File: src/pkg/irq_route_pkg.sv
// Package with indices, reset values and carrier types for interrupt and DMA routing.
package irq_route_pkg;

	// Configuration port defaults and relocation range.
	localparam logic [15:0] CFG_PORT_STRAP_LOW  = 16'h002E;
	localparam logic [15:0] CFG_PORT_STRAP_HIGH = 16'h004E;
	localparam logic [15:0] CFG_PORT_MIN        = 16'h0100;
	localparam logic [15:0] CFG_PORT_MAX        = 16'h0FFE;

	// Global configuration register indices.
	localparam logic [7:0] IDX_LDEV_SELECT    = 8'h07;
	localparam logic [7:0] IDX_GLOBAL_OSC     = 8'h24;
	localparam logic [7:0] IDX_CFG_PORT_LOW   = 8'h26;
	localparam logic [7:0] IDX_CFG_PORT_HIGH  = 8'h27;
	localparam int         OSC_QUALIFY_BIT    = 6;

	// Per logical device register indices.
	localparam logic [7:0] IDX_ACTIVATE       = 8'h30;
	localparam logic [7:0] IDX_BASE_HIGH      = 8'h60;
	localparam logic [7:0] IDX_BASE_LOW       = 8'h61;
	localparam logic [7:0] IDX_IRQ_SELECT     = 8'h70;
	localparam logic [7:0] IDX_DMA_SELECT     = 8'h74;

	// Logical device numbers that own routing state.
	localparam logic [3:0] LDEV_FLOPPY  = 4'h0;
	localparam logic [3:0] LDEV_PRINTER = 4'h3;
	localparam logic [3:0] LDEV_UART1   = 4'h4;
	localparam logic [3:0] LDEV_UART2   = 4'h5;
	localparam int         NUM_LDEV     = 4;

	// Reset values of select registers.
	localparam logic [3:0] IRQ_SEL_RESET        = 4'h0;
	localparam logic [3:0] IRQ_SEL_FLOPPY_RESET = 4'h6;
	localparam logic [2:0] DMA_SEL_FLOPPY_RESET = 3'h2;
	localparam logic [2:0] DMA_SEL_OTHER_RESET  = 3'h4;
	localparam logic [3:0] IRQ_SMI_SHARED       = 4'h2;
	localparam logic [15:0] BASE_RESET          = 16'h0000;

	// Printer port modes whose interrupt is forced enabled.
	localparam logic [2:0] PP_MODE_FIFO = 3'b010;
	localparam logic [2:0] PP_MODE_ECP  = 3'b011;
	localparam logic [2:0] PP_MODE_TEST = 3'b110;

	// Configuration bus access states.
	typedef enum logic [1:0] {
		CFG_LOCKED = 2'b00,
		CFG_OPEN   = 2'b01
	} cfg_state_t;

	// Host configuration cycle from the bus front end.
	typedef struct packed {
		logic        write;
		logic        read;
		logic [15:0] addr;
		logic [7:0]  data;
	} io_cycle_t;

	// Gate bits owned by the functions themselves.
	typedef struct packed {
		logic       floppyDmaGate;
		logic       floppyPowerDown;
		logic       floppyIrqReq;
		logic       floppyDmaReq;
		logic       parallelIrqGate;
		logic       ecpServiceMask;
		logic       ecpDmaGate;
		logic [2:0] printerMode;
		logic       printerIrqReq;
		logic       printerDmaReq;
		logic [3:0] uart1IntEnable;
		logic       uart1AuxOutTwo;
		logic       uart1IrqReq;
		logic [3:0] uart2IntEnable;
		logic       uart2AuxOutTwo;
		logic       uart2IrqReq;
	} func_gates_t;

	// Per logical device routing state.
	typedef struct packed {
		logic        active;
		logic [15:0] base;
		logic [3:0]  irqSel;
		logic [2:0]  dmaSel;
	} ldev_cfg_t;

endpackage : irq_route_pkg

File: src/design/line_router.sv
// One logical device's gated request onto a one-hot set of physical lines.
`timescale 1ns/1ps
`default_nettype none
module line_router
	import irq_route_pkg::*;
#(
	parameter int SEL_W   = 4,
	parameter int LINES   = 16,
	parameter int MAX_SEL = 15
) (
	// Selection and request.
	input  wire logic [SEL_W-1:0] sel,
	input  wire logic             enable,
	input  wire logic             request,
	// Routed lines, bit n for line n.
	output logic      [LINES-1:0] lineReq,
	output logic      [LINES-1:0] lineUsed
);

	// Decode a non-zero, in-range selection; zero and higher codes route nowhere.
	always_comb begin
		lineReq  = '0;
		lineUsed = '0;
		for (int n = 1; n < LINES; n++) begin
			if (int'(sel) == n && n <= MAX_SEL) begin
				lineUsed[n] = enable;
				lineReq[n]  = enable & request;
			end
		end
	end

endmodule : line_router
`default_nettype wire

File: src/design/ldev_irq_dma_routing.sv
// Configuration port and per logical device interrupt and DMA routing.
//
// Function
// - Relocated config port base is even in 0x0100..0x0FFE; index at base, data at base+1.
// - Device bases decode A11..A3; oscillator bit 6 also demands A15..A12 zero.
// - Port starts at 0x02E or 0x04E by strap; relocatable via indices 0x26, 0x27.
// - Interrupt select bits 3:0: zero none, 1..15 pick IRQ1..IRQ15, 2 shared.
// - Interrupt selects reset to zero, floppy resets to 0x06.
// - Routed interrupts are active high; system management interrupt is active low.
// - Interrupt needs non-zero select and function enable; floppy uses its DMA gate.
// - Printer interrupt needs its gate or a forced mode; extended mode also needs service mask clear.
// - Serial interrupt needs an enable bit D0..D3 and auxiliary output two set.
// - Lines selected by no device stay disabled and undriven.
// - DMA select bits 2:0: 0 reserved, 1..3 channels, 4..7 none.
// - DMA select resets to 0x02 for floppy, 0x04 for printer and serial two.
// - DMA active only for select 1..3 and the function's DMA gate set.
// - DMA channels selected by no device stay disabled.
// - A function disabling its own request also disables the routed line.
// - Floppy interrupt and DMA off when its gate is zero or powered down.
// - Printer modes 010, 011, 110 force interrupt on; DMA follows the DMA gate.
// - Device active on activate or power bit; the two bits are linked.
`timescale 1ns/1ps
`default_nettype none
module ldev_irq_dma_routing
	import irq_route_pkg::*;
#(
	parameter int IRQ_LINES = 16,
	parameter int DMA_LINES = 4
) (
	// Clock and reset.
	input  wire logic                 ref_clk,
	input  wire logic                 rst_n,
	input  wire logic                 softReset,
	// Power-up strap selecting the default configuration port.
	input  wire logic                 config_port_strap,
	// Host I/O cycles and read data.
	input  wire io_cycle_t            ioCycle,
	output logic      [7:0]           ioReadData,
	output logic                      ioReadHit,
	// Function gate bits and raw requests.
	input  wire func_gates_t          gates,
	input  wire logic                 powerControl [NUM_LDEV],
	input  wire logic                 smiEnable,
	input  wire logic                 smiRequest,
	// Routed physical lines with their drive enables.
	output logic      [IRQ_LINES-1:0] irqLine,
	output logic      [IRQ_LINES-1:0] irqLineOe,
	output logic      [DMA_LINES-1:0] dmaReqLine,
	output logic      [DMA_LINES-1:0] dmaLineOe,
	output logic                      system_mgmt_irq_n,
	// Decoded device base hits for the function blocks.
	output logic      [NUM_LDEV-1:0]  baseHit
);

	// Configuration state.
	cfg_state_t  cfgState;
	cfg_state_t  next_cfgState;
	logic        strapTaken;
	logic        next_strapTaken;
	logic [15:0] cfgPort;
	logic [15:0] next_cfgPort;
	logic [7:0]  cfgIndex;
	logic [7:0]  next_cfgIndex;
	logic [3:0]  ldevSel;
	logic [3:0]  next_ldevSel;
	logic [7:0]  globalOsc;
	logic [7:0]  next_globalOsc;
	ldev_cfg_t   ldev      [NUM_LDEV];
	ldev_cfg_t   next_ldev [NUM_LDEV];
	logic [7:0]  next_ioReadData;
	logic        next_ioReadHit;

	// Which table slot the selected logical device occupies, or none.
	logic        slotValid;
	logic [1:0]  slot;

	// Map logical device numbers to the four routed slots.
	always_comb begin
		slotValid = 1'b1;
		slot      = 2'd0;
		if (ldevSel == LDEV_FLOPPY) begin
			slot = 2'd0;
		end else if (ldevSel == LDEV_PRINTER) begin
			slot = 2'd1;
		end else if (ldevSel == LDEV_UART1) begin
			slot = 2'd2;
		end else if (ldevSel == LDEV_UART2) begin
			slot = 2'd3;
		end else begin
			slotValid = 1'b0;
		end
	end

	// Port hits; the base is even, so index and data share all but bit 0.
	logic idxHit;
	logic dataHit;
	assign idxHit  = (ioCycle.addr == cfgPort);
	assign dataHit = (ioCycle.addr == (cfgPort | 16'h0001));

	// Reset value for one slot; used by the hard reset only.
	function automatic ldev_cfg_t slot_reset(input int s);
		ldev_cfg_t r;
		r.active = 1'b0;
		r.base   = BASE_RESET;
		r.irqSel = (s == 0) ? IRQ_SEL_FLOPPY_RESET : IRQ_SEL_RESET;
		r.dmaSel = (s == 0) ? DMA_SEL_FLOPPY_RESET : DMA_SEL_OTHER_RESET;
		return r;
	endfunction : slot_reset

	// Next configuration state from host cycles and soft reset.
	always_comb begin
		logic [15:0] cand;
		cand            = cfgPort;
		next_cfgState   = cfgState;
		next_strapTaken = 1'b1;
		next_cfgPort    = cfgPort;
		next_cfgIndex   = cfgIndex;
		next_ldevSel    = ldevSel;
		next_globalOsc  = globalOsc;
		next_ioReadData = ioReadData;
		next_ioReadHit  = 1'b0;
		for (int s = 0; s < NUM_LDEV; s++) begin
			next_ldev[s] = ldev[s];
		end
		// The strap is caught once after reset release, never inside reset.
		if (!strapTaken) begin
			next_cfgPort = config_port_strap ? CFG_PORT_STRAP_HIGH : CFG_PORT_STRAP_LOW;
		end
		next_cfgState = CFG_OPEN;
		if (ioCycle.write && idxHit) begin
			next_cfgIndex = ioCycle.data;
		end else if (ioCycle.write && dataHit) begin
			if (cfgIndex == IDX_LDEV_SELECT) begin
				next_ldevSel = ioCycle.data[3:0];
			end else if (cfgIndex == IDX_GLOBAL_OSC) begin
				next_globalOsc = ioCycle.data;
			end else if (cfgIndex == IDX_CFG_PORT_LOW) begin
				cand = {cfgPort[15:8], ioCycle.data};
				// An odd or out-of-range base would split index and data; it is refused.
				if (!cand[0] && cand >= CFG_PORT_MIN && cand <= CFG_PORT_MAX) begin
					next_cfgPort = cand;
				end
			end else if (cfgIndex == IDX_CFG_PORT_HIGH) begin
				cand = {ioCycle.data, cfgPort[7:0]};
				if (!cand[0] && cand >= CFG_PORT_MIN && cand <= CFG_PORT_MAX) begin
					next_cfgPort = cand;
				end
			end else if (slotValid && cfgIndex == IDX_ACTIVATE) begin
				next_ldev[slot].active = ioCycle.data[0];
			end else if (slotValid && cfgIndex == IDX_BASE_HIGH) begin
				next_ldev[slot].base[15:8] = ioCycle.data;
			end else if (slotValid && cfgIndex == IDX_BASE_LOW) begin
				next_ldev[slot].base[7:0] = ioCycle.data;
			end else if (slotValid && cfgIndex == IDX_IRQ_SELECT) begin
				next_ldev[slot].irqSel = ioCycle.data[3:0];
			end else if (slotValid && cfgIndex == IDX_DMA_SELECT) begin
				next_ldev[slot].dmaSel = ioCycle.data[2:0];
			end
		end else if (ioCycle.read && idxHit) begin
			next_ioReadData = cfgIndex;
			next_ioReadHit  = 1'b1;
		end else if (ioCycle.read && dataHit) begin
			next_ioReadHit  = 1'b1;
			next_ioReadData = 8'h00;
			if (cfgIndex == IDX_LDEV_SELECT) begin
				next_ioReadData = {4'h0, ldevSel};
			end else if (cfgIndex == IDX_GLOBAL_OSC) begin
				next_ioReadData = globalOsc;
			end else if (cfgIndex == IDX_CFG_PORT_LOW) begin
				next_ioReadData = cfgPort[7:0];
			end else if (cfgIndex == IDX_CFG_PORT_HIGH) begin
				next_ioReadData = cfgPort[15:8];
			end else if (slotValid && cfgIndex == IDX_ACTIVATE) begin
				next_ioReadData = {7'h00, ldev[slot].active | powerControl[slot]};
			end else if (slotValid && cfgIndex == IDX_BASE_HIGH) begin
				next_ioReadData = ldev[slot].base[15:8];
			end else if (slotValid && cfgIndex == IDX_BASE_LOW) begin
				next_ioReadData = ldev[slot].base[7:0];
			end else if (slotValid && cfgIndex == IDX_IRQ_SELECT) begin
				next_ioReadData = {4'h0, ldev[slot].irqSel};
			end else if (slotValid && cfgIndex == IDX_DMA_SELECT) begin
				next_ioReadData = {5'h00, ldev[slot].dmaSel};
			end
		end
		// Soft reset returns the select registers to their defaults.
		if (softReset) begin
			for (int s = 0; s < NUM_LDEV; s++) begin
				next_ldev[s].irqSel = (s == 0) ? IRQ_SEL_FLOPPY_RESET : IRQ_SEL_RESET;
				next_ldev[s].dmaSel = (s == 0) ? DMA_SEL_FLOPPY_RESET : DMA_SEL_OTHER_RESET;
			end
		end
	end

	// Register the configuration state.
	always_ff @(posedge ref_clk or negedge rst_n) begin
		if (!rst_n) begin
			cfgState   <= CFG_LOCKED;
			strapTaken <= 1'b0;
			cfgPort    <= CFG_PORT_STRAP_LOW;
			cfgIndex   <= 8'h00;
			ldevSel    <= 4'h0;
			globalOsc  <= 8'h00;
			ioReadData <= 8'h00;
			ioReadHit  <= 1'b0;
			for (int s = 0; s < NUM_LDEV; s++) begin
				ldev[s] <= slot_reset(s);
			end
		end else begin
			cfgState   <= next_cfgState;
			strapTaken <= next_strapTaken;
			cfgPort    <= next_cfgPort;
			cfgIndex   <= next_cfgIndex;
			ldevSel    <= next_ldevSel;
			globalOsc  <= next_globalOsc;
			ioReadData <= next_ioReadData;
			ioReadHit  <= next_ioReadHit;
			for (int s = 0; s < NUM_LDEV; s++) begin
				ldev[s] <= next_ldev[s];
			end
		end
	end

	// Device activity and base validity; an invalid base disables the routing too.
	logic [NUM_LDEV-1:0] devOn;
	logic [NUM_LDEV-1:0] baseValid;
	always_comb begin
		for (int s = 0; s < NUM_LDEV; s++) begin
			devOn[s]     = ldev[s].active | powerControl[s];
			baseValid[s] = (ldev[s].base[11:0] >= CFG_PORT_MIN[11:0]);
			baseHit[s]   = devOn[s] && baseValid[s]
				&& (ioCycle.addr[11:3] == ldev[s].base[11:3])
				&& (!globalOsc[OSC_QUALIFY_BIT] || ioCycle.addr[15:12] == 4'h0);
		end
	end

	// Function gates for interrupts and DMA per slot.
	logic [NUM_LDEV-1:0] irqEnable;
	logic [NUM_LDEV-1:0] irqRequest;
	logic [NUM_LDEV-1:0] dmaEnable;
	logic [NUM_LDEV-1:0] dmaRequest;
	logic                ppForced;
	logic                ppIrqGate;
	logic                floppyGate;
	always_comb begin
		floppyGate = gates.floppyDmaGate && !gates.floppyPowerDown;
		ppForced   = (gates.printerMode == PP_MODE_FIFO) || (gates.printerMode == PP_MODE_ECP)
			|| (gates.printerMode == PP_MODE_TEST);
		// In extended mode a pending service request masks the interrupt.
		ppIrqGate  = (ppForced || gates.parallelIrqGate)
			&& !((gates.printerMode == PP_MODE_ECP) && gates.ecpServiceMask);
		irqEnable[0]  = floppyGate;
		irqEnable[1]  = ppIrqGate;
		irqEnable[2]  = (|gates.uart1IntEnable) && gates.uart1AuxOutTwo;
		irqEnable[3]  = (|gates.uart2IntEnable) && gates.uart2AuxOutTwo;
		irqRequest[0] = gates.floppyIrqReq;
		irqRequest[1] = gates.printerIrqReq;
		irqRequest[2] = gates.uart1IrqReq;
		irqRequest[3] = gates.uart2IrqReq;
		dmaEnable[0]  = floppyGate;
		dmaEnable[1]  = gates.ecpDmaGate;
		dmaEnable[2]  = 1'b0;
		dmaEnable[3]  = 1'b0;
		dmaRequest[0] = gates.floppyDmaReq;
		dmaRequest[1] = gates.printerDmaReq;
		dmaRequest[2] = 1'b0;
		dmaRequest[3] = 1'b0;
	end

	// One router per slot for interrupts and for DMA.
	logic [IRQ_LINES-1:0] irqReqSlot [NUM_LDEV];
	logic [IRQ_LINES-1:0] irqUseSlot [NUM_LDEV];
	logic [DMA_LINES-1:0] dmaReqSlot [NUM_LDEV];
	logic [DMA_LINES-1:0] dmaUseSlot [NUM_LDEV];
	for (genvar s = 0; s < NUM_LDEV; s++) begin : gRoute
		line_router #(.SEL_W(4), .LINES(IRQ_LINES), .MAX_SEL(15)) uIrq (
			.sel      (ldev[s].irqSel),
			.enable   (devOn[s] && baseValid[s] && irqEnable[s]),
			.request  (irqRequest[s]),
			.lineReq  (irqReqSlot[s]),
			.lineUsed (irqUseSlot[s])
		);
		// Codes 4..7 lie beyond the channel count and route nowhere.
		line_router #(.SEL_W(3), .LINES(DMA_LINES), .MAX_SEL(3)) uDma (
			.sel      (ldev[s].dmaSel),
			.enable   (devOn[s] && baseValid[s] && dmaEnable[s]),
			.request  (dmaRequest[s]),
			.lineReq  (dmaReqSlot[s]),
			.lineUsed (dmaUseSlot[s])
		);
	end

	// OR the slot requests per line; lines nobody selects stay undriven.
	always_comb begin
		irqLine    = '0;
		irqLineOe  = '0;
		dmaReqLine = '0;
		dmaLineOe  = '0;
		for (int s = 0; s < NUM_LDEV; s++) begin
			irqLine    = irqLine | irqReqSlot[s];
			irqLineOe  = irqLineOe | irqUseSlot[s];
			dmaReqLine = dmaReqLine | dmaReqSlot[s];
			dmaLineOe  = dmaLineOe | dmaUseSlot[s];
		end
		// The management interrupt shares line two; software must turn it off first.
		system_mgmt_irq_n = !(smiEnable && smiRequest);
	end

endmodule : ldev_irq_dma_routing
`default_nettype wire

File: config.mk
export PLATFORM = sky130hd
export DESIGN_NAME = ldev_irq_dma_routing
export DESIGN_NICKNAME = d
export VERILOG_FILES = /design/src/pkg/irq_route_pkg.sv /design/src/design/line_router.sv /design/src/design/ldev_irq_dma_routing.sv
export SDC_FILE = /design/constraint.sdc
export NUM_CORES = 1
export LEC_CHECK = 0
export BUFFER_PORTS_ARGS = -buffer_cell sky130_fd_sc_hd__buf_2
export CAP_MARGIN = 5
export CORE_ASPECT_RATIO = 2
export CORE_MARGIN = 3
export CORE_UTILIZATION = 61
export CTS_BUF_LIST = sky130_fd_sc_hd__clkbuf_8
export DETAILED_ROUTE_END_ITERATION = 16
export GPL_TIMING_DRIVEN = 1
export PLACE_DENSITY = 0.86
export SLEW_MARGIN = 5
export SYNTH_ARGS = -nofsm -noshare
export SYNTH_HDL_FRONTEND = slang
export SYNTH_SLANG_ARGS = --single-unit
File: constraint.sdc
create_clock -name ref_clk -period 3.31 [get_ports ref_clk]
set_clock_uncertainty 0.15 [all_clocks]
set_input_delay 0.331 -clock ref_clk [delete_from_list [all_inputs] [get_ports ref_clk]]
set_output_delay 0.331 -clock ref_clk [all_outputs]
set_load 0.02 [all_outputs]
==> summary.txt, run 1 <==
Setup path
  – CP Capture Type: output port
  – Worst EP arrival: around 2700 ps
  – Worst reg2reg setup slack: between 200 and 250 ps
  – Critical path buffers and inverters: 2
  – Crit-path cells: or4_1 -> o21ai_2 -> or3b_4 -> nor3_1 -> buf_4 -> a32o_1 -> a21oi_1 -> o21ai_0 -> buf_2
  – CP Launch Type: flip-flop
  – Slowest stage delay, CP: 570 ps
  – Crit path max-delay family: simple AND/OR/NAND/NOR gates
  – CP required: around 2800 ps
  – Crit Path Category: flip-flop to output port
  – Largest fanout on the critical path: 8
  – Crit path max-delay cell type: or4_1

Global routing
  – First-pass GRT wire length: 49400 um
  – GR Overflow Total: 0
  – Initial antenna violation count: 0
  – GRT Total Usage: between 40% and 50%
  – Vias in the first global route: just under 9000
  – Largest net degree at the start of global routing: about 110

Layout
  – Highest-count cells in the layout ignoring fill and taps: 132 x dfrtp_1, 108 x buf_2, 92 x mux2_2
  – Antenna cells: 0
  – Area grow syn2layout: 14.0%
  – Layout Nets: roughly 1100
  – Layout cell share with drive strength beyond 1: 33.7%
  – Commonest non-fill, non-tap cell in the layout: dfrtp_1
  – Final Cell Area: ~10000 um2

Routing
  – Routed vias: between 8000 and 9000
  – Post-route ant nets: 0
  – Per-cell routed wire length: ~27 um
  – # DRC: 0
  – WL final: 32500 um
  – Vias per cell: 7.16
  – Drt pass-1 iters: 6
  – Initial drt markers: ~790

Power and ir drop
  – Gate power share: between 6 and 7%
  – Internal power: ~0.0026 W
  – Part of the power in the clock network: roughly 43%
  – Switching share of power: around 25%
  – Power per cell area: about 340 nW/um2
  – Reg power frac: about half
  – Static Leak: about 4.7 nW
  – Max rail drop VDD: approximately 450 uV
  – Sw power: roughly 0.00086 W

STA
  – Period utilization: 95.7%
  – RSZ-0062 raised after global routing: false
  – Worst slew pin tran: between 1000 and 1500 ps
  – # setup viols final: 0
  – F_max: 0.316 GHz
  – Endpoints failing hold: 0
  – Slew Limit Fails: 0
  – Crit path time final: 3170 ps
  – Worst hold margin: around 140 ps
  – Max transition margin: about a fifth
  – Setup_tns: 0 ps

Floorplanning
  – Die W: a little over 90 um
  – FP Rows: 62
  – Core ar.: roughly 15000 um2
  – DIE AREA: around 17000 um2
  – IO Count: between 100 and 150
  – Die height: about 180 um
  – Initial Util: a little over three fifths

Logic synthesis
  – Sequential area share after synthesis: 39.1%
  – Netlist Area Pre-Place: 9130 um2
  – Yosys warnings: 0
  – Cells after Synth: between 800 and 900
  – Post-synth EDFFs: 0
  – Synth Register Bits: around 140
  – Unique masters post-synth: 76
  – Asr flop ratio synth: 100%
  – Leading register cell type out of synthesis: dfrtp_1
  – Syn avg cell area: 10.3 um2

CTS
  – H-tree depth: 4
  – Root Driver: clkbuf_8
  – Skew-Pair Late Insertion Delay: 470 ps
  – # clock sinks: approximately 140
  – TritonCTS Buffers: 17
  – Clk pin slew, worst setup/hold paths: about 80 ps
  – CTS Buffer Depth: 2
  – CTS tree: yes

Flow run
  – Max-cap viol count: 0

Worst hold path
  – HP Class: input pin to flip-flop

Status
  – Status: finished clean

Placed design
  – DP Area: 9940 um2
  – Port Buf Inserts: roughly 110
  – Routability Congestion: 1.04
  – Post-DP HPWL: roughly 24000 um
-- repair_timing --
| action | CTS | global route |
|---|---|---|
| resized for setup | 1 | 9 |
| endpoints found under the setup margin | 1 | 16 |
| setup buffers | 0 | 1 |
| hold buffers | 1 | 0 |
| endpoints found under the hold margin | 99 | 0 |
| pin swaps | 0 | 1 |
-- layer usage --
layer  share of wire (%)  track usage [%]  vias up
met5                   0                0        -
met4                  11             36.8        0
met3                 7.4             8.02      238
met2                  51             70.9      628
met1                  31             39.3     4109
li1                    -                -     3594
-- final cells by class --
type / count / area [um2]
multi-input combinational: 661 / 5210
fill: 1067 / 4100
sequential: 142 / 3570
timing repair buffer: 155 / 912
tap: 192 / 240
clock buffer: 17 / 234
clock inverter: 15 / 195
inverter: 14 / 52.6
-- path summary, 6_finish.rpt --
| path | to | startpoint | depth (start not counted) |
|---|---|---|---|
| worst max-delay path | irqLineOe[13] | ldev[90] | 9 |
| worst min-delay path | cfgPort[5] | config_port_strap | 3 |
| worst max register to register | ioReadData[3] | ldevSel[3] | 7 |
| worst min register to register | ldev[50] | ldev[50] | 2 |
| max in group asynchronous | ioReadData[0] | rst_n | 3 |
| min in group asynchronous | ldev[60] | rst_n | 2 |
-- logic make-up after synthesis --
family / count (synthesis) / share of synthesized area (%)
XOR/XNOR: 54 / 5.18
buffers and inverters: 85 / 4.41
flip-flops: 142 / 39.1
multiplexers: 122 / 16.6
other: 2 / 0.0823
AO/OA/AOI/OAI: 203 / 16.8
AND/OR/NAND/NOR: 277 / 17.9
-- worst reg2reg max path: stages, from the launching register on --
cell      delay, ps
dfrtp_1         600
nand2b_1        330
nand2b_1        290
buf_4           230
mux4_2          560
a21oi_1         390
a41oi_1         100
o31a_1          310
-- power groups by stage --
stage	sequential (W)	clock, W	combinational [W]
after floorplan	0.00178	0	0.000108
after global placement	0.00179	0	0.000213
after detailed placement	0.00179	0	0.000217
after CTS	0.00175	0.00152	0.000222
after global routing	0.00175	0.00159	0.000244
final	0.00175	0.00151	0.000228
-- synthesized netlist by cell type, drive strengths merged, types with 4 or more instances --
| master | instances | area, um2 |
|---|---|---|
| o211ai | 21 | 158 |
| clkbuf | 42 | 158 |
| o21ai | 29 | 149 |
| buf | 29 | 193 |
| o2111ai | 4 | 35.0 |
| or2 | 7 | 46.3 |
| a32oi | 6 | 52.6 |
| nand2 | 72 | 270 |
| xor2 | 29 | 254 |
| nor3b | 7 | 57.6 |
| nor2b | 13 | 81.3 |
| nand4 | 7 | 50.1 |
| a221o | 6 | 60.1 |
| or3 | 5 | 36.3 |
| a22o | 12 | 105 |
| and3 | 11 | 68.8 |
| mux2i | 14 | 140 |
| nand2b | 10 | 62.6 |
| and2 | 4 | 25.0 |
| nand3 | 37 | 298 |
| a22oi | 16 | 120 |
| a31oi | 7 | 43.8 |
| xnor2 | 25 | 219 |
| nor3 | 26 | 151 |
| a211oi | 6 | 45.0 |
| dfstp | 10 | 263 |
| mux4 | 14 | 315 |
| dfrtp | 132 | 3300 |
| nor2 | 35 | 139 |
| nor4 | 23 | 169 |
| a21oi | 22 | 110 |
| o41ai | 4 | 35.0 |
| a32o | 23 | 230 |
| mux2 | 94 | 1060 |
| o22ai | 16 | 113 |
| o311ai | 5 | 43.8 |
| a221oi | 6 | 52.6 |
| or4 | 9 | 67.6 |
| inv | 14 | 52.6 |
-- registers in the layout, indices dropped and copies added (netlist names) --
name / count
cfgIndex: 8
ldevSel: 4
ioReadData: 8
ldev: 96
globalOsc: 8
strapTaken: 1
cfgPort: 16
ioReadHit: 1
-- per-stage QoR --
step           std cells  util, %  setup slack [ps]  power [W]
2_1_floorplan        888        -               686    0.00189
3_5_place_dp        1162     68.5               307    0.00200
3_3_place_gp        1162     68.5               349    0.00200
4_1_cts             1195     71.6              26.2    0.00350
5_1_grt             1196     71.7              49.7    0.00358
6_report            1196     71.7               142    0.00350
Power figures use the tool's default switching activity.
==> run 2: changes to the inputs <==
CORE_UTILIZATION = 65   (was 61)
PLACE_DENSITY = 0.91   (was 0.86)
clock period = 3.96 ns   (was 3.31 ns; I/O delays follow)
==> summary.txt, run 2 (synthesis gave the netlist of run 1 again) <==
Worst hold path
  – Hold Crit Depth: 3
  – Hold path startpoint: config_port_strap
  – HP Class: input pin to flip-flop
  – WHS Endpoint: cfgPort[5]

Setup path
  – Crit-path cells: or4_1 -> o21ai_0 -> or3b_2 -> nor3_1 -> and3_1 -> a31oi_1 -> o211ai_1 -> buf_2
  – Reg-to-Reg Start: cfgIndex[7]
  – Worst reg2reg setup slack: between 300 and 400 ps
  – FF-to-FF End: ioReadData[2]
  – Crit path max-delay family: simple AND/OR/NAND/NOR gates
  – Crit path max-delay cell type: or3b_2
  – Critical Path Source: ldev[89]
  – Worst R2R Path Depth: 7
  – CP Capture Type: output port
  – Worst EP arrival: approximately 3200 ps
  – Slowest stage delay, CP: between 600 and 700 ps
  – Critical path buffers and inverters: 1
  – CP Launch Type: flip-flop
  – Crit Path Category: flip-flop to output port
  – Largest fanout on the critical path: 6
  – CP required: 3410 ps

CTS
  – Clk pin slew, worst setup/hold paths: around 80 ps
  – Skew-Pair Late Insertion Delay: about 480 ps
  – CTS resizes: 0
  – # clock sinks: between 100 and 150
  – Root Driver: clkbuf_8
  – TritonCTS Buffers: 17
  – CTS tree: yes
  – H-tree depth: 4
  – CTS Buffer Depth: 2

Placed design
  – Port Buf Inserts: between 100 and 150
  – Post-DP HPWL: 22900 um
  – Routability Congestion: 1.09

Layout
  – Biggest register: ldev
  – Area grow syn2layout: 11.9%
  – Antenna cells: 0
  – Highest-count cells in the layout ignoring fill and taps: 132 x dfrtp_1, 108 x buf_2, 92 x mux2_2
  – Layout cell share with drive strength beyond 1: 31.5%
  – Largest regs: ldev (96), cfgPort (16)
  – Core Util, Final: roughly 75%
  – Commonest non-fill, non-tap cell in the layout: dfrtp_1
  – Layout Nets: ~1000
  – Max reg flops: 96

Floorplanning
  – Die height: 174 um
  – Die W: approximately 90 um
  – Core ar.: about 14000 um2
  – IO Count: around 110
  – DIE AREA: between 15000 and 20000 um2
  – Initial Util: roughly two thirds
  – FP Rows: 60

Global routing
  – GRT Total Usage: 41.8%
  – First-pass GRT wire length: about 50000 um
  – GR Overflow Total: 0
  – Vias in the first global route: just under 9000
  – Initial antenna violation count: 0
  – Largest net degree at the start of global routing: roughly 100

Routing
  – Per-cell routed wire length: about 28 um
  – Initial drt markers: slightly above 1000
  – Routed vias: around 8600
  – Vias per cell: about 7.4
  – Post-route ant nets: 0
  – # DRC: 0
  – Drt pass-1 iters: 6
  – WL final: around 33000 um

STA
  – Setup_tns: 0 ps
  – RSZ-0062 raised after global routing: false
  – Endpoints failing hold: 0
  – Period utilization: roughly 94%
  – # setup viols final: 0
  – Max transition margin: 18.2%
  – Slew Limit Fails: 0
  – Crit path time final: between 3000 and 4000 ps
  – F_max: about 0.27 GHz
  – Worst slew pin tran: approximately 1200 ps

Power and ir drop
  – Max rail drop VDD: approximately 360 uV
  – Power per cell area: a little under 300 nW/um2
  – Final total power: between 0.002 and 0.003 W
  – Static Leak: about 4.6 nW

Flow run
  – Max-cap viol count: 0

Status
  – Status: finished clean
==> run 2: cell types whose count changed in the layout (fill, tap and decap cells not counted), sizes merged <==
cell	previous run	this run
clkinv	4	0
clkinvlp	3	2
buf	154	130
inv	18	23
==> run 2: worst max path at each step <==
stage,endpoint,slack (ps),depth (start not counted)
finish,irqLine[8],250,8
floorplan,irqLine[3],1270,8
global placement,ioReadData[2],710,7
detailed placement,ioReadData[2],630,7
global route,irqLineOe[8],160,7
CTS,irqLine[8],410,8
==> run 2: through the flow <==
step | setup WS (ps) | hold slack, ps | instances | cell area [um2]
after floorplan | 1270 | -49.6 | 888 | 9140
after global placement | 709 | 305 | 1133 | 9760
after detailed placement | 628 | 315 | 1133 | 9760
after CTS | 409 | 198 | 1166 | 10200
after global routing | 156 | 213 | 1166 | 10200
final | 247 | 198 | 1166 | 10200
==> run 2: power by group <==
part | internal, W | switching, W
logic | 0.0000564 | 0.000135
clock network | 0.000700 | 0.000633
registers | 0.00146 | 0.00000724
==> run 2: cell type report <==
cell class,instances,area [um2]
timing repair buffer,131,732
inverter,14,52.6
fill,897,3370
tap,186,233
sequential,142,3570
clock inverter,15,209
clock buffer,17,234
multi-input combinational,661,5190
==> run 2: layer usage <==
layer,up-vias,global-route usage [%],routed length [um]
met5,-,0,0
met1,4082,41.1,9780
li1,3522,-,-
met2,738,70.3,15700
met4,0,39.6,3940
met3,294,10.7,3070
==> run 2: worst register-to-register path, cell delays in order (launching register included) <==
cell and delay [ps]:
dfrtp_1 460, nand2b_1 210, or4_1 490, nor4_2 780
o211ai_1 320, a2111oi_0 720, a221oi_1 170, o41ai_1 150
==> run 2: what timing repair did <==
item	CTS	global route
setup buffers	0	0
hold buffers	1	0
hold endpoints to repair	90	0
==> run 3: changes to the inputs <==
PLACE_DENSITY = default   (was 0.91)
PLACE_DENSITY_LB_ADDON = 0.08   (was default)
==> summary.txt, run 3 (synthesis gave the netlist of run 1 again) <==
Setup path
  – Worst R2R Path Depth: 7
  – Worst reg2reg setup slack: a little over 600 ps
  – CP Launch Type: flip-flop
  – CP required: roughly 3400 ps
  – Reg-to-Reg Start: ldevSel[0]
  – Crit Path Category: flip-flop to output port
  – CP Capture Type: output port
  – Largest fanout on the critical path: 8
  – FF-to-FF End: ioReadData[0]
  – Worst EP arrival: between 3000 and 4000 ps

CTS
  – Clk pin slew, worst setup/hold paths: 90 ps
  – TritonCTS Buffers: 17
  – Skew-Pair Late Insertion Delay: 460 ps
  – CTS resizes: 0
  – H-tree depth: 4
  – # hold bufs at CTS: 1
  – Post-CTS Setup Inserts: 0
  – Root Driver: clkbuf_8
  – CTS Buffer Depth: 2
  – CTS tree: yes
  – # clock sinks: around 140

Power and ir drop
  – Max rail drop VDD: about 330 uV
  – Power per cell area: about 280 nW/um2
  – Static Leak: around 4.5 nW

Layout
  – Max reg flops: 96
  – Area grow syn2layout: 11.1%
  – Layout Nets: between 1000 and 1500
  – Commonest non-fill, non-tap cell in the layout: dfrtp_1
  – Largest regs: ldev (96), cfgPort (16)
  – Layout cell share with drive strength beyond 1: 31.3%
  – Non-Filler Instances: between 1000 and 1500
  – Antenna cells: 0
  – Biggest register: ldev
  – Highest-count cells in the layout ignoring fill and taps: 132 x dfrtp_1, 108 x buf_2, 92 x mux2_2

Placed design
  – Routability Congestion: 1.00
  – Port Buf Inserts: ~110
  – Post-DP HPWL: 23700 um
  – Dpl cells: between 1000 and 1500

Floorplanning
  – Core ar.: 13600 um2
  – IO Count: approximately 110
  – Die W: 89.8 um
  – DIE AREA: around 16000 um2
  – FP Rows: 60
  – Initial Util: between 60% and 70%
  – Die height: 174 um

Global routing
  – Vias in the first global route: around 9000
  – Largest net degree at the start of global routing: just under 100
  – GRT Total Usage: 41.9%
  – First-pass GRT wire length: between 40000 and 50000 um
  – Initial antenna violation count: 0
  – GR Overflow Total: 0

Worst hold path
  – HP Class: input pin to flip-flop
  – WHS Endpoint: cfgPort[5]
  – Hold Crit Depth: 3
  – Hold path startpoint: config_port_strap

STA
  – Slew Limit Fails: 0
  – F_max: between 0.2 and 0.3 GHz
  – Endpoints failing hold: 0
  – Max transition margin: between 20% and 30%
  – Period utilization: between 90% and 100%
  – Worst hold margin: 186 ps
  – Worst slew pin tran: 1140 ps
  – Setup_tns: 0 ps
  – # setup viols final: 0
  – Crit path time final: around 3700 ps
  – RSZ-0062 raised after global routing: false

Routing
  – Drt pass-1 iters: 6
  – WL final: around 32000 um
  – Vias per cell: ~7.3
  – Routed vias: about 8500
  – # DRC: 0
  – Per-cell routed wire length: 27.6 um
  – Post-route ant nets: 0
  – Initial drt markers: about 970

Status
  – Status: finished clean

Flow run
  – Max-cap viol count: 0
-- run 3: changes by cell type in the layout (fill, tap and decap cells not counted), sizes merged --
cell,delta
buf,-4
bufinv,-2
clkinv,+2
clkinvlp,+1
inv,-1
-- run 3: metrics by stage --
| stage | setup WS (ps) | utilization (%) | area, um2 | total power [W] |
|---|---|---|---|---|
| after floorplan | 1270 | - | 9140 | 0.00158 |
| final | 305 | 74.6 | 10100 | 0.00285 |
| after global placement | 817 | 71.6 | 9730 | 0.00167 |
| after global routing | 183 | 74.6 | 10100 | 0.00292 |
| after CTS | 440 | 74.6 | 10100 | 0.00284 |
| after detailed placement | 774 | 71.6 | 9730 | 0.00168 |
-- run 3: how the worst max path moves through the flow --
stage | from | end | slack [ps] | cells after the start
floorplan | ldev[89] | irqLine[3] | 1270 | 8
global placement | ioCycle[12] | ioReadData[1] | 820 | 8
detailed placement | ioCycle[12] | ldev[53] | 770 | 8
CTS | ldev[88] | irqLine[8] | 440 | 8
global route | ldev[16] | irqLineOe[4] | 180 | 8
finish | ldev[17] | irqLineOe[4] | 300 | 8
-- run 3: where the power goes --
group / internal (W) / switching (W) / total [W]
logic: 0.0000563 / 0.000130 / 0.000186
clock network: 0.000570 / 0.000623 / 0.00119
registers: 0.00146 / 0.00000683 / 0.00147
total: 0.00209 / 0.000760 / 0.00285
-- run 3: critical path, cell delays in order, from the launching register on --
cell	delay [ps]
dfrtp_1	450
or4_1	160
o21ai_0	230
nor2_1	260
nand2_1	70
nor2_1	850
a22oi_1	250
o311ai_0	150
buf_2	230
-- run 3: cell type report --
| cell class | instances | area, um2 |
|---|---|---|
| clock inverter | 15 | 163 |
| inverter | 14 | 52.6 |
| clock buffer | 17 | 234 |
| fill | 979 | 3450 |
| tap | 186 | 233 |
| timing repair buffer | 127 | 702 |
| multi-input combinational | 661 | 5190 |
| sequential | 142 | 3570 |
-- run 3: routing by layer --
layer	GRT usage [%]	routed length [um]
met2	73.5	16300
met3	8.56	2350
met4	36.0	3610
met5	0	0
met1	41.5	9880
